===== src/cds_pkg.sv =====
// package with opcode fields, widths and carrier structs for the decoder
package cds_pkg;
  localparam int unsigned CDS_IW       = 14;
  localparam int unsigned CDS_DW       = 8;
  localparam int unsigned CDS_AW       = 7;
  localparam int unsigned CDS_OP_MSB   = 13;
  localparam int unsigned CDS_OP_LSB   = 8;
  localparam int unsigned CDS_DEST_BIT = 7;
  localparam logic [5:0]  CDS_OP_COMP  = 6'h09;
  localparam logic [5:0]  CDS_OP_DSKZ  = 6'h0b;
  localparam logic [7:0]  CDS_ONE      = 8'h01;
  localparam logic [7:0]  CDS_ZERO     = 8'h00;
  localparam logic [7:0]  CDS_RST_DATA = 8'h00;

  // write-back request towards the register file or working register
  typedef struct packed {
    logic       wr_w;
    logic       wr_f;
    logic [6:0] addr;
    logic [7:0] data;
  } cds_wb_t;

  // status flag update request
  typedef struct packed {
    logic z_we;
    logic z_val;
  } cds_flag_t;
endpackage


===== src/cds_alu.sv =====
// arithmetic unit: complement or decrement with zero detect
`timescale 1ns/1ns
`default_nettype none
module cds_alu
  import cds_pkg::*;
#(
  parameter int unsigned DW = CDS_DW
) (
  input  wire logic [DW-1:0] operand,
  input  wire logic          sel_dec,
  output logic      [DW-1:0] result,
  output logic               is_zero
);
  initial begin
    if (DW != CDS_DW) $error("cds_alu supports only 8-bit data");
  end

  // select inverse or operand minus one, then test for zero
  always_comb begin
    if (sel_dec) begin
      result = operand - DW'(CDS_ONE);
    end else begin
      result = ~operand;
    end
    is_zero = (result == DW'(CDS_ZERO));
  end
endmodule
`default_nettype wire


===== src/cds_exec.sv =====
// execute stage for the complement and decrement-skip-zero instructions
// Overview of operation
// - complement_reg_instr writes the inverted register to the destination and updates the zero flag.
// - decrement_skip_zero_instr subtracts one from the register and tests the result for zero.
// - a cleared destination bit writes the working register, a set bit writes the register back.
// - a zero result from the decrement discards the already fetched next instruction.
// - the skip runs a no-operation cycle so the instruction takes two cycles, else one.
`timescale 1ns/1ns
`default_nettype none
module cds_exec
  import cds_pkg::*;
(
  input  wire logic              sys_clk,
  input  wire logic              nrst,
  input  wire logic              instr_valid,
  input  wire logic [CDS_IW-1:0] instr,
  input  wire logic [CDS_DW-1:0] reg_rdata,
  output logic      [CDS_AW-1:0] reg_raddr,
  output cds_wb_t                wb,
  output cds_flag_t              flag,
  output logic                   flush,
  output logic                   nop_cycle,
  output logic                   pc_advance,
  output logic                   busy
);
  typedef enum logic [0:0] {
    CDS_ST_EXEC = 1'b0,
    CDS_ST_NOP  = 1'b1
  } cds_state_t;

  cds_state_t        state;
  cds_state_t        next_state;
  cds_wb_t           next_wb;
  cds_flag_t         next_flag;
  logic              next_flush;
  logic              next_nop_cycle;
  logic              next_pc_advance;
  logic [5:0]        opcode;
  logic              dest;
  logic              is_comp;
  logic              is_dskz;
  logic [CDS_DW-1:0] alu_res;
  logic              alu_zero;

  // field decode of the current instruction word
  assign opcode    = instr[CDS_OP_MSB:CDS_OP_LSB];
  assign dest      = instr[CDS_DEST_BIT];
  assign reg_raddr = instr[CDS_AW-1:0];
  assign is_comp   = instr_valid && (state == CDS_ST_EXEC)
                     && (opcode == CDS_OP_COMP);
  assign is_dskz   = instr_valid && (state == CDS_ST_EXEC)
                     && (opcode == CDS_OP_DSKZ);
  assign busy      = (state == CDS_ST_NOP);

  cds_alu #(
    .DW (CDS_DW)
  ) u_alu (
    .operand (reg_rdata),
    .sel_dec (is_dskz),
    .result  (alu_res),
    .is_zero (alu_zero)
  );

  // next-value logic for the execute cycle and the skip cycle
  always_comb begin
    next_state      = CDS_ST_EXEC;
    next_wb         = '{wr_w: 1'b0, wr_f: 1'b0, addr: '0,
                        data: CDS_RST_DATA};
    next_flag       = '{z_we: 1'b0, z_val: 1'b0};
    next_flush      = 1'b0;
    next_nop_cycle  = 1'b0;
    next_pc_advance = 1'b0;
    case (state)
      CDS_ST_EXEC: begin
        if (is_comp || is_dskz) begin
          next_wb.wr_w    = ~dest;
          next_wb.wr_f    = dest;
          next_wb.addr    = reg_raddr;
          next_wb.data    = alu_res;
          next_pc_advance = 1'b1;
        end
        if (is_comp) begin
          next_flag.z_we  = 1'b1;
          next_flag.z_val = alu_zero;
        end
        if (is_dskz && alu_zero) begin
          next_flush = 1'b1;
          next_state = CDS_ST_NOP;
        end
      end
      CDS_ST_NOP: begin
        next_nop_cycle  = 1'b1;
        next_pc_advance = 1'b1;
        next_state      = CDS_ST_EXEC;
      end
      default: begin
        next_state = CDS_ST_EXEC;
      end
    endcase
  end

  // registers
  always_ff @(posedge sys_clk) begin
    if (!nrst) begin
      state      <= CDS_ST_EXEC;
      wb         <= '{wr_w: 1'b0, wr_f: 1'b0, addr: '0,
                      data: CDS_RST_DATA};
      flag       <= '{z_we: 1'b0, z_val: 1'b0};
      flush      <= 1'b0;
      nop_cycle  <= 1'b0;
      pc_advance <= 1'b0;
    end else begin
      state      <= next_state;
      wb         <= next_wb;
      flag       <= next_flag;
      flush      <= next_flush;
      nop_cycle  <= next_nop_cycle;
      pc_advance <= next_pc_advance;
    end
  end

  // slot holding a valid word that neither instruction decodes
  logic refused_op;
  assign refused_op = instr_valid && !busy && !is_comp && !is_dskz;
endmodule
`default_nettype wire


===== config.mk =====
export PLATFORM = sky130hd
export DESIGN_NAME = cds_exec
export DESIGN_NICKNAME = d
export VERILOG_FILES = /design/src/cds_pkg.sv /design/src/cds_alu.sv /design/src/cds_exec.sv
export SDC_FILE = /design/constraint.sdc
export NUM_CORES = 1
export LEC_CHECK = 0
export ABC_AREA = 1
export BUFFER_PORTS_ARGS = -buffer_cell sky130_fd_sc_hd__buf_2
export CELL_PAD_IN_SITES_DETAIL_PLACEMENT = 0
export CELL_PAD_IN_SITES_GLOBAL_PLACEMENT = 1
export CORE_MARGIN = 1
export CORE_UTILIZATION = 29
export CTS_BUF_LIST = sky130_fd_sc_hd__clkbuf_4 sky130_fd_sc_hd__clkbuf_8
export DETAILED_ROUTE_END_ITERATION = 8
export HOLD_SLACK_MARGIN = 0.1
export MAX_ROUTING_LAYER = met4
export PLACE_DENSITY_LB_ADDON = 0.05
export SLEW_MARGIN = 30
export SYNTH_ARGS = -nofsm -noshare
export SYNTH_HDL_FRONTEND = slang
export SYNTH_HIERARCHICAL = 1
export SYNTH_SLANG_ARGS = --single-unit

===== constraint.sdc =====
create_clock -name sys_clk -period 3.9 [get_ports sys_clk]
set_input_delay 0.195 -clock sys_clk [delete_from_list [all_inputs] [get_ports sys_clk]]
set_output_delay 0.195 -clock sys_clk [all_outputs]
set_load 0.05 [all_outputs]

==> impl_metrics.env, run 1 <==
export IMPL_wl_met3_um=129
export IMPL_dr_pass1_iters=4
export IMPL_powerDensity_nw_per_um2=313
export IMPL_p_total_mw=0.444
export IMPL_grt_pass1_vias=827
export IMPL_cp_max_fo=12
export IMPL_fp_dieH_um=64.2
export IMPL_drc=0
export IMPL_post_drt_wl_per_cell_um=8.03
export IMPL_cap_violations=0
export IMPL_drt_iter0_markers=31
export IMPL_cts_resized=0
export IMPL_io_pins=55
export IMPL_gr_total_overflow=0
export IMPL_syn_avg_cell_area_um2=7.30
export IMPL_worst_ep_required_time_ns=4.08
export IMPL_clock_sinks=22
export IMPL_vias_per_cell=3.90
export IMPL_synth_top_area_share_pct=39.2
export IMPL_crit_path_end_kind="flop"
export IMPL_yosys_register_bits=22
export IMPL_finalNetCount=229
export IMPL_yosys_warnings=6
export IMPL_hp_class="input port to flop"
export IMPL_post_route_period_util_pct=47.4
export IMPL_dpl_cell_area_um2=1360
export IMPL_rows=22
export IMPL_routed_wl_mm=2.01
export IMPL_slew_violations=0
export IMPL_grt_first_pass_wirelength_mm=3.37
export IMPL_ys_top_cells_by_area="dfxtp_1 (39%), inv_1 (12%), nand2_1 (11%)"
export IMPL_track_usage_pct=10.7
export IMPL_finalSetupViolations=0
export IMPL_die_x_um=64.2
export IMPL_wl_met1_um=929
export IMPL_post_cts_setup_buffer_count=0
export IMPL_ys_seq_area_share_pct=39.2
export IMPL_intPower_mw=0.336
export IMPL_worstMarginPinSlew_ns=0.371
export IMPL_highest_layer="met4"
export IMPL_clk_latency_ns=0.25
export IMPL_syn_inst=154
export IMPL_place_hpwl_mm=1.67
export IMPL_critPathArrivalTime_ns=2.03
export IMPL_synth_nets=180
export IMPL_drive_gt1_share_pct=39.1
export IMPL_coreArea_um2=3690
export IMPL_seqPwrFrac_pct=50.8
export IMPL_synth_top_cell_by_area="dfxtp_1"
export IMPL_grt_start_max_net_pins=19
export IMPL_clk_path_buf_depth=2
export IMPL_gp_congestion=0.730
export IMPL_cts_buffers=3
export IMPL_ir_worst_vdd_mv=0.113
export IMPL_hold_viol=0
export IMPL_clkPwrFrac_pct=34.9
export IMPL_switchingPower_mw=0.108
export IMPL_port_buffers=54
export IMPL_clkTransAtPathRegs_ns=0.07
export IMPL_ant_nets=0
export IMPL_setup_worst_path_start_class="flop"
export IMPL_finalCriticalPeriod_ns=1.85
export IMPL_start_util_pct=30.5
export IMPL_met2WireLength_um=920
export IMPL_cts_tree="built"
export IMPL_diodes=0
export IMPL_outcome="complete, no violations"
export IMPL_combPwrFrac_pct=14.4
export IMPL_die_area_um2=4130
export IMPL_h_tree_depth=1
export IMPL_critical_path_class="flop to flop"
export IMPL_vias=975
export IMPL_clock_skew_ns=0.00538
export IMPL_stdcell_area_um2=1420
export IMPL_p_leak_nw=0.854
export IMPL_p_sw_share_pct=24.3
export IMPL_fin_tns_setup_ns=0
export IMPL_ctsHoldBuffers=0
export IMPL_area_growth_pct=26.2
export IMPL_syn_area_um2=1120
export IMPL_maxSlewHeadroom_pct=75.3
export IMPL_fmax_ghz=0.541
export IMPL_rsz0062_at_grt="no"
export IMPL_cts_root_buffer="clkbuf_8"
export IMPL_synth_distinct_cells=20
export IMPL_antenna_found_initial=0
## registers in the layout, indices dropped and copies added, names as in the netlist
signal and cells:
flag 2, flush 1, nop_cycle 1, pc_advance 1, wb 17
## final cells by class
cell class	instances	area (um^2)
Clock buffer	4	55.1
Fill cell	426	2270
Inverter	39	146
Multi-Input combinational cell	83	445
Sequential cell	22	440
Tap cell	48	60.1
Timing Repair Buffer	54	270
## routing by layer
metal / vias to the layer above / track usage (%)
li1: 525 / -
met1: 411 / 11.8
met4: 0 / 5.83
met2: 37 / 18.3
met5: - / -
met3: 2 / 1.96
## critical path: stages (launching register included)
cell	delay, ns
dfxtp_1	0.36
inv_2	0.06
nand2_2	0.04
nor2_1	0.08
nand2_1	0.09
inv_1	0.28
o21ai_0	0.19
nand2_1	0.10
nand2_1	0.05
nand2_1	0.07
nand2_1	0.06
nor3_2	0.18
nor3b_1	0.20
## kinds of logic after synthesis
kind of cell    count (synthesis)  synth area share (%)
compound gates                  2                 0.890
fa+ha+maj                       1                  1.11
buf+inv                        49                  21.2
flops                          22                  39.2
simple gates                   80                  37.6
## through the flow
stage	hold slack, ns	instances	worst slack (ns)	util, %
after floorplan	0.267	154	2.07	-
after global placement	0.371	246	2.11	36.9
after detailed placement	0.375	246	2.05	36.9
after CTS	0.102	250	2.02	38.4
after global routing	0.103	250	1.77	38.4
final	0.109	250	2.05	38.4
## power by group through the flow
| stage | clock network (mW) | registers (mW) | logic, mW |
|---|---|---|---|
| 2_1_floorplan | 0 | 0.233 | 0.0444 |
| 3_3_place_gp | 0 | 0.231 | 0.0638 |
| 3_5_place_dp | 0 | 0.231 | 0.0643 |
| 4_1_cts | 0.163 | 0.225 | 0.0646 |
| 5_1_grt | 0.173 | 0.225 | 0.0716 |
| 6_report | 0.155 | 0.225 | 0.0637 |
## path summary, 6_finish.rpt
kind	startpoint	endpoint	slack, ns	cells past startpoint
max	flush	flag[0]	2.05	12
min	instr[7]	wb[16]	0.11	2
max reg2reg	flush	flag[0]	2.05	12
min reg2reg	flush	nop_cycle	0.56	2
## cells in the final DEF (no fill, tap or decap), drive strengths merged
cell type,instances
nand3,8
o21ai,1
dfxtp,22
nor3b,1
nor3,1
nor2,28
nand3b,2
clkbuf,4
inv,39
and2,1
ha,1
nand2,39
buf,54
a21oi,1
## cells in the mapped netlist
| master | n |
|---|---|
| inv_1 | 36 |
| nand2_1 | 32 |
| dfxtp_1 | 22 |
| nor2_1 | 18 |
| nor2_4 | 9 |
| buf_4 | 8 |
| nand3_1 | 8 |
| nand2_2 | 6 |
| inv_2 | 3 |
| nand3b_1 | 2 |
| a21oi_1 | 1 |
| and2_1 | 1 |
| buf_12 | 1 |
| buf_6 | 1 |
| ha_1 | 1 |
| nand2_4 | 1 |
| nor2_2 | 1 |
| nor3_2 | 1 |
| nor3b_1 | 1 |
| o21ai_0 | 1 |
Note: power is estimated with default switching activity, not from simulation.
==> run 2: changes to the inputs <==
==> constraint.sdc (replaced) <==
create_clock -name sys_clk -period 1.6 [get_ports sys_clk]
set_input_delay 0.08 -clock sys_clk [delete_from_list [all_inputs] [get_ports sys_clk]]
set_output_delay 0.08 -clock sys_clk [all_outputs]
set_load 0.05 [all_outputs]
==> impl_metrics.env, run 2 (synthesized netlist as in run 1, its figures left out) <==
export IMPL_fillers=399
export IMPL_fp_dieH_um=64.2
export IMPL_p_total_mw=1.09
export IMPL_worstPathBufferInverterCount=3
export IMPL_setup_ws_ns=0.0843
export IMPL_cts_tree="built"
export IMPL_critical_path_class="flop to flop"
export IMPL_die_area_um2=4130
export IMPL_gr_total_overflow=0
export IMPL_drt_iter0_markers=30
export IMPL_die_x_um=64.2
export IMPL_outcome="complete, no violations"
export IMPL_start_util_pct=30.5
export IMPL_worstMarginPinSlew_ns=0.365
export IMPL_reg2reg_depth=11
export IMPL_top_register="wb"
export IMPL_largest_reg_flops=17
export IMPL_antenna_found_initial=0
export IMPL_finalSetupViolations=0
export IMPL_cp_max_fo=8
export IMPL_post_route_period_util_pct=94.7
export IMPL_gp_congestion=0.775
export IMPL_port_buffers=54
export IMPL_fin_tns_setup_ns=0
export IMPL_worst_ep_required_time_ns=1.79
export IMPL_setup_worst_path_start_class="flop"
export IMPL_rsz0062_at_grt="yes"
export IMPL_place_hpwl_mm=1.71
export IMPL_final_common_cell="buf_2"
export IMPL_cp_top_family="simple AND/OR/NAND/NOR gates"
export IMPL_worstHoldPathCells=5
export IMPL_track_usage_pct=11.1
export IMPL_cap_violations=0
export IMPL_drc=0
export IMPL_grt_first_pass_wirelength_mm=3.59
export IMPL_drive_gt1_share_pct=44.4
export IMPL_final_util_pct=44.1
export IMPL_finalNetCount=250
export IMPL_area_growth_pct=44.9
export IMPL_clock_sinks=22
export IMPL_io_pins=55
export IMPL_h_tree_depth=1
export IMPL_clk_latency_ns=0.25
export IMPL_critPathArrivalTime_ns=1.70
export IMPL_multi_input_area_um2=469
export IMPL_vias=1046
export IMPL_grt_start_max_net_pins=19
export IMPL_crit_chain="inv_2, nand2_2, nor2_2, nand2_2, inv_4, buf_6, nand3b_1, nand2_2, nand3_1, nor3_2, nor3b_2"
export IMPL_clock_skew_ns=0.00456
export IMPL_fmax_ghz=0.660
export IMPL_seqCellArea_um2=444
export IMPL_hold_viol=0
export IMPL_dp_slack_ns=-0.0785
export IMPL_ir_worst_vdd_mv=0.314
export IMPL_rows=22
export IMPL_largest_registers="wb x17, flag x2"
export IMPL_diodes=0
export IMPL_dr_pass1_iters=4
export IMPL_ant_nets=0
export IMPL_coreArea_um2=3690
export IMPL_grt_pass1_vias=919
export IMPL_crit_path_end_kind="flop"
export IMPL_routed_wl_mm=2.13
export IMPL_cts_buffers=3
export IMPL_post_drt_wl_per_cell_um=7.86
export IMPL_slowest_stage="dfxtp_4"
export IMPL_maxSlewHeadroom_pct=75.7
export IMPL_finalCriticalPeriod_ns=1.52
export IMPL_hp_class="input port to flop"
export IMPL_powerDensity_nw_per_um2=667
export IMPL_cts_root_buffer="clkbuf_8"
export IMPL_clkTransAtPathRegs_ns=0.07
export IMPL_slew_violations=0
export IMPL_cpPeakStageDelay_ns=0.35
export IMPL_p_leak_nw=0.947
export IMPL_layout_common_cells="buf_2 (54), inv_1 (35), nand2_1 (29)"
export IMPL_vias_per_cell=3.86
export IMPL_clk_path_buf_depth=2
export IMPL_critPathMostFrequentCell="nand2_2"
export IMPL_path_depth=11
==> run 2: cell count changes in the layout (fill, tap and decap cells not counted), moves of 3 or more <==
cell / previous run / this run
nand2_1: 32 / 29
buf_4: 0 / 10
nand2_2: 6 / 9
dlygate4sd3_1: 0 / 10
==> run 2: timing repair <==
action | CTS | global route
resized for setup | 1 | 10
hold endpoints to repair | 13 | 0
setup buffers | 0 | 3
pin swaps | 0 | 2
hold buffers | 10 | 0
setup endpoints to repair | 2 | 4
==> run 2: worst paths after layout <==
check / from / slack (ns) / endpoint
worst max register to register: flush / 0.08 / flag[0]
worst max-delay path: flush / 0.08 / flag[0]
worst min-delay path: instr[8] / 0.25 / flag[1]
worst min register to register: flush / 0.62 / nop_cycle
==> run 2: tightest hold or removal path, delay by kind of cell <==
family,cells,cell delay (ns)
buffers and inverters,1,0.10
and+or+nand+nor,4,0.27
==> run 2: layout make-up <==
cell class              instances  share of cell area, %
well taps                      48                   3.69
repair buffers                 75                   28.1
inverters                      39                   9.15
flip-flops and latches         22                   27.3
clock buffers                   4                   3.00
multi-input cells              83                   28.8
==> run 2: metrics by stage <==
stage               instance area [um^2]  hold slack (ns)  instances
floorplan                           1130            0.152        154
global placement                    1430            0.256        254
detailed placement                  1430            0.261        254
CTS                                 1580            0.217        268
global route                        1630            0.272        271
finish                              1630            0.247        271
==> run 2: power by group <==
group	internal [mW]	switching (mW)	total [mW]
clock	0.194	0.154	0.348
combinational	0.0773	0.112	0.190
sequential	0.547	0.000363	0.548
total	0.818	0.267	1.09
==> run 2: routing by layer <==
layer	track usage, %	vias up	part of all wire, %
met5	-	-	0
met4	5.83	0	1.4
met3	1.25	2	5.9
met1	11.8	438	46
met2	20.0	41	46
li1	-	565	-
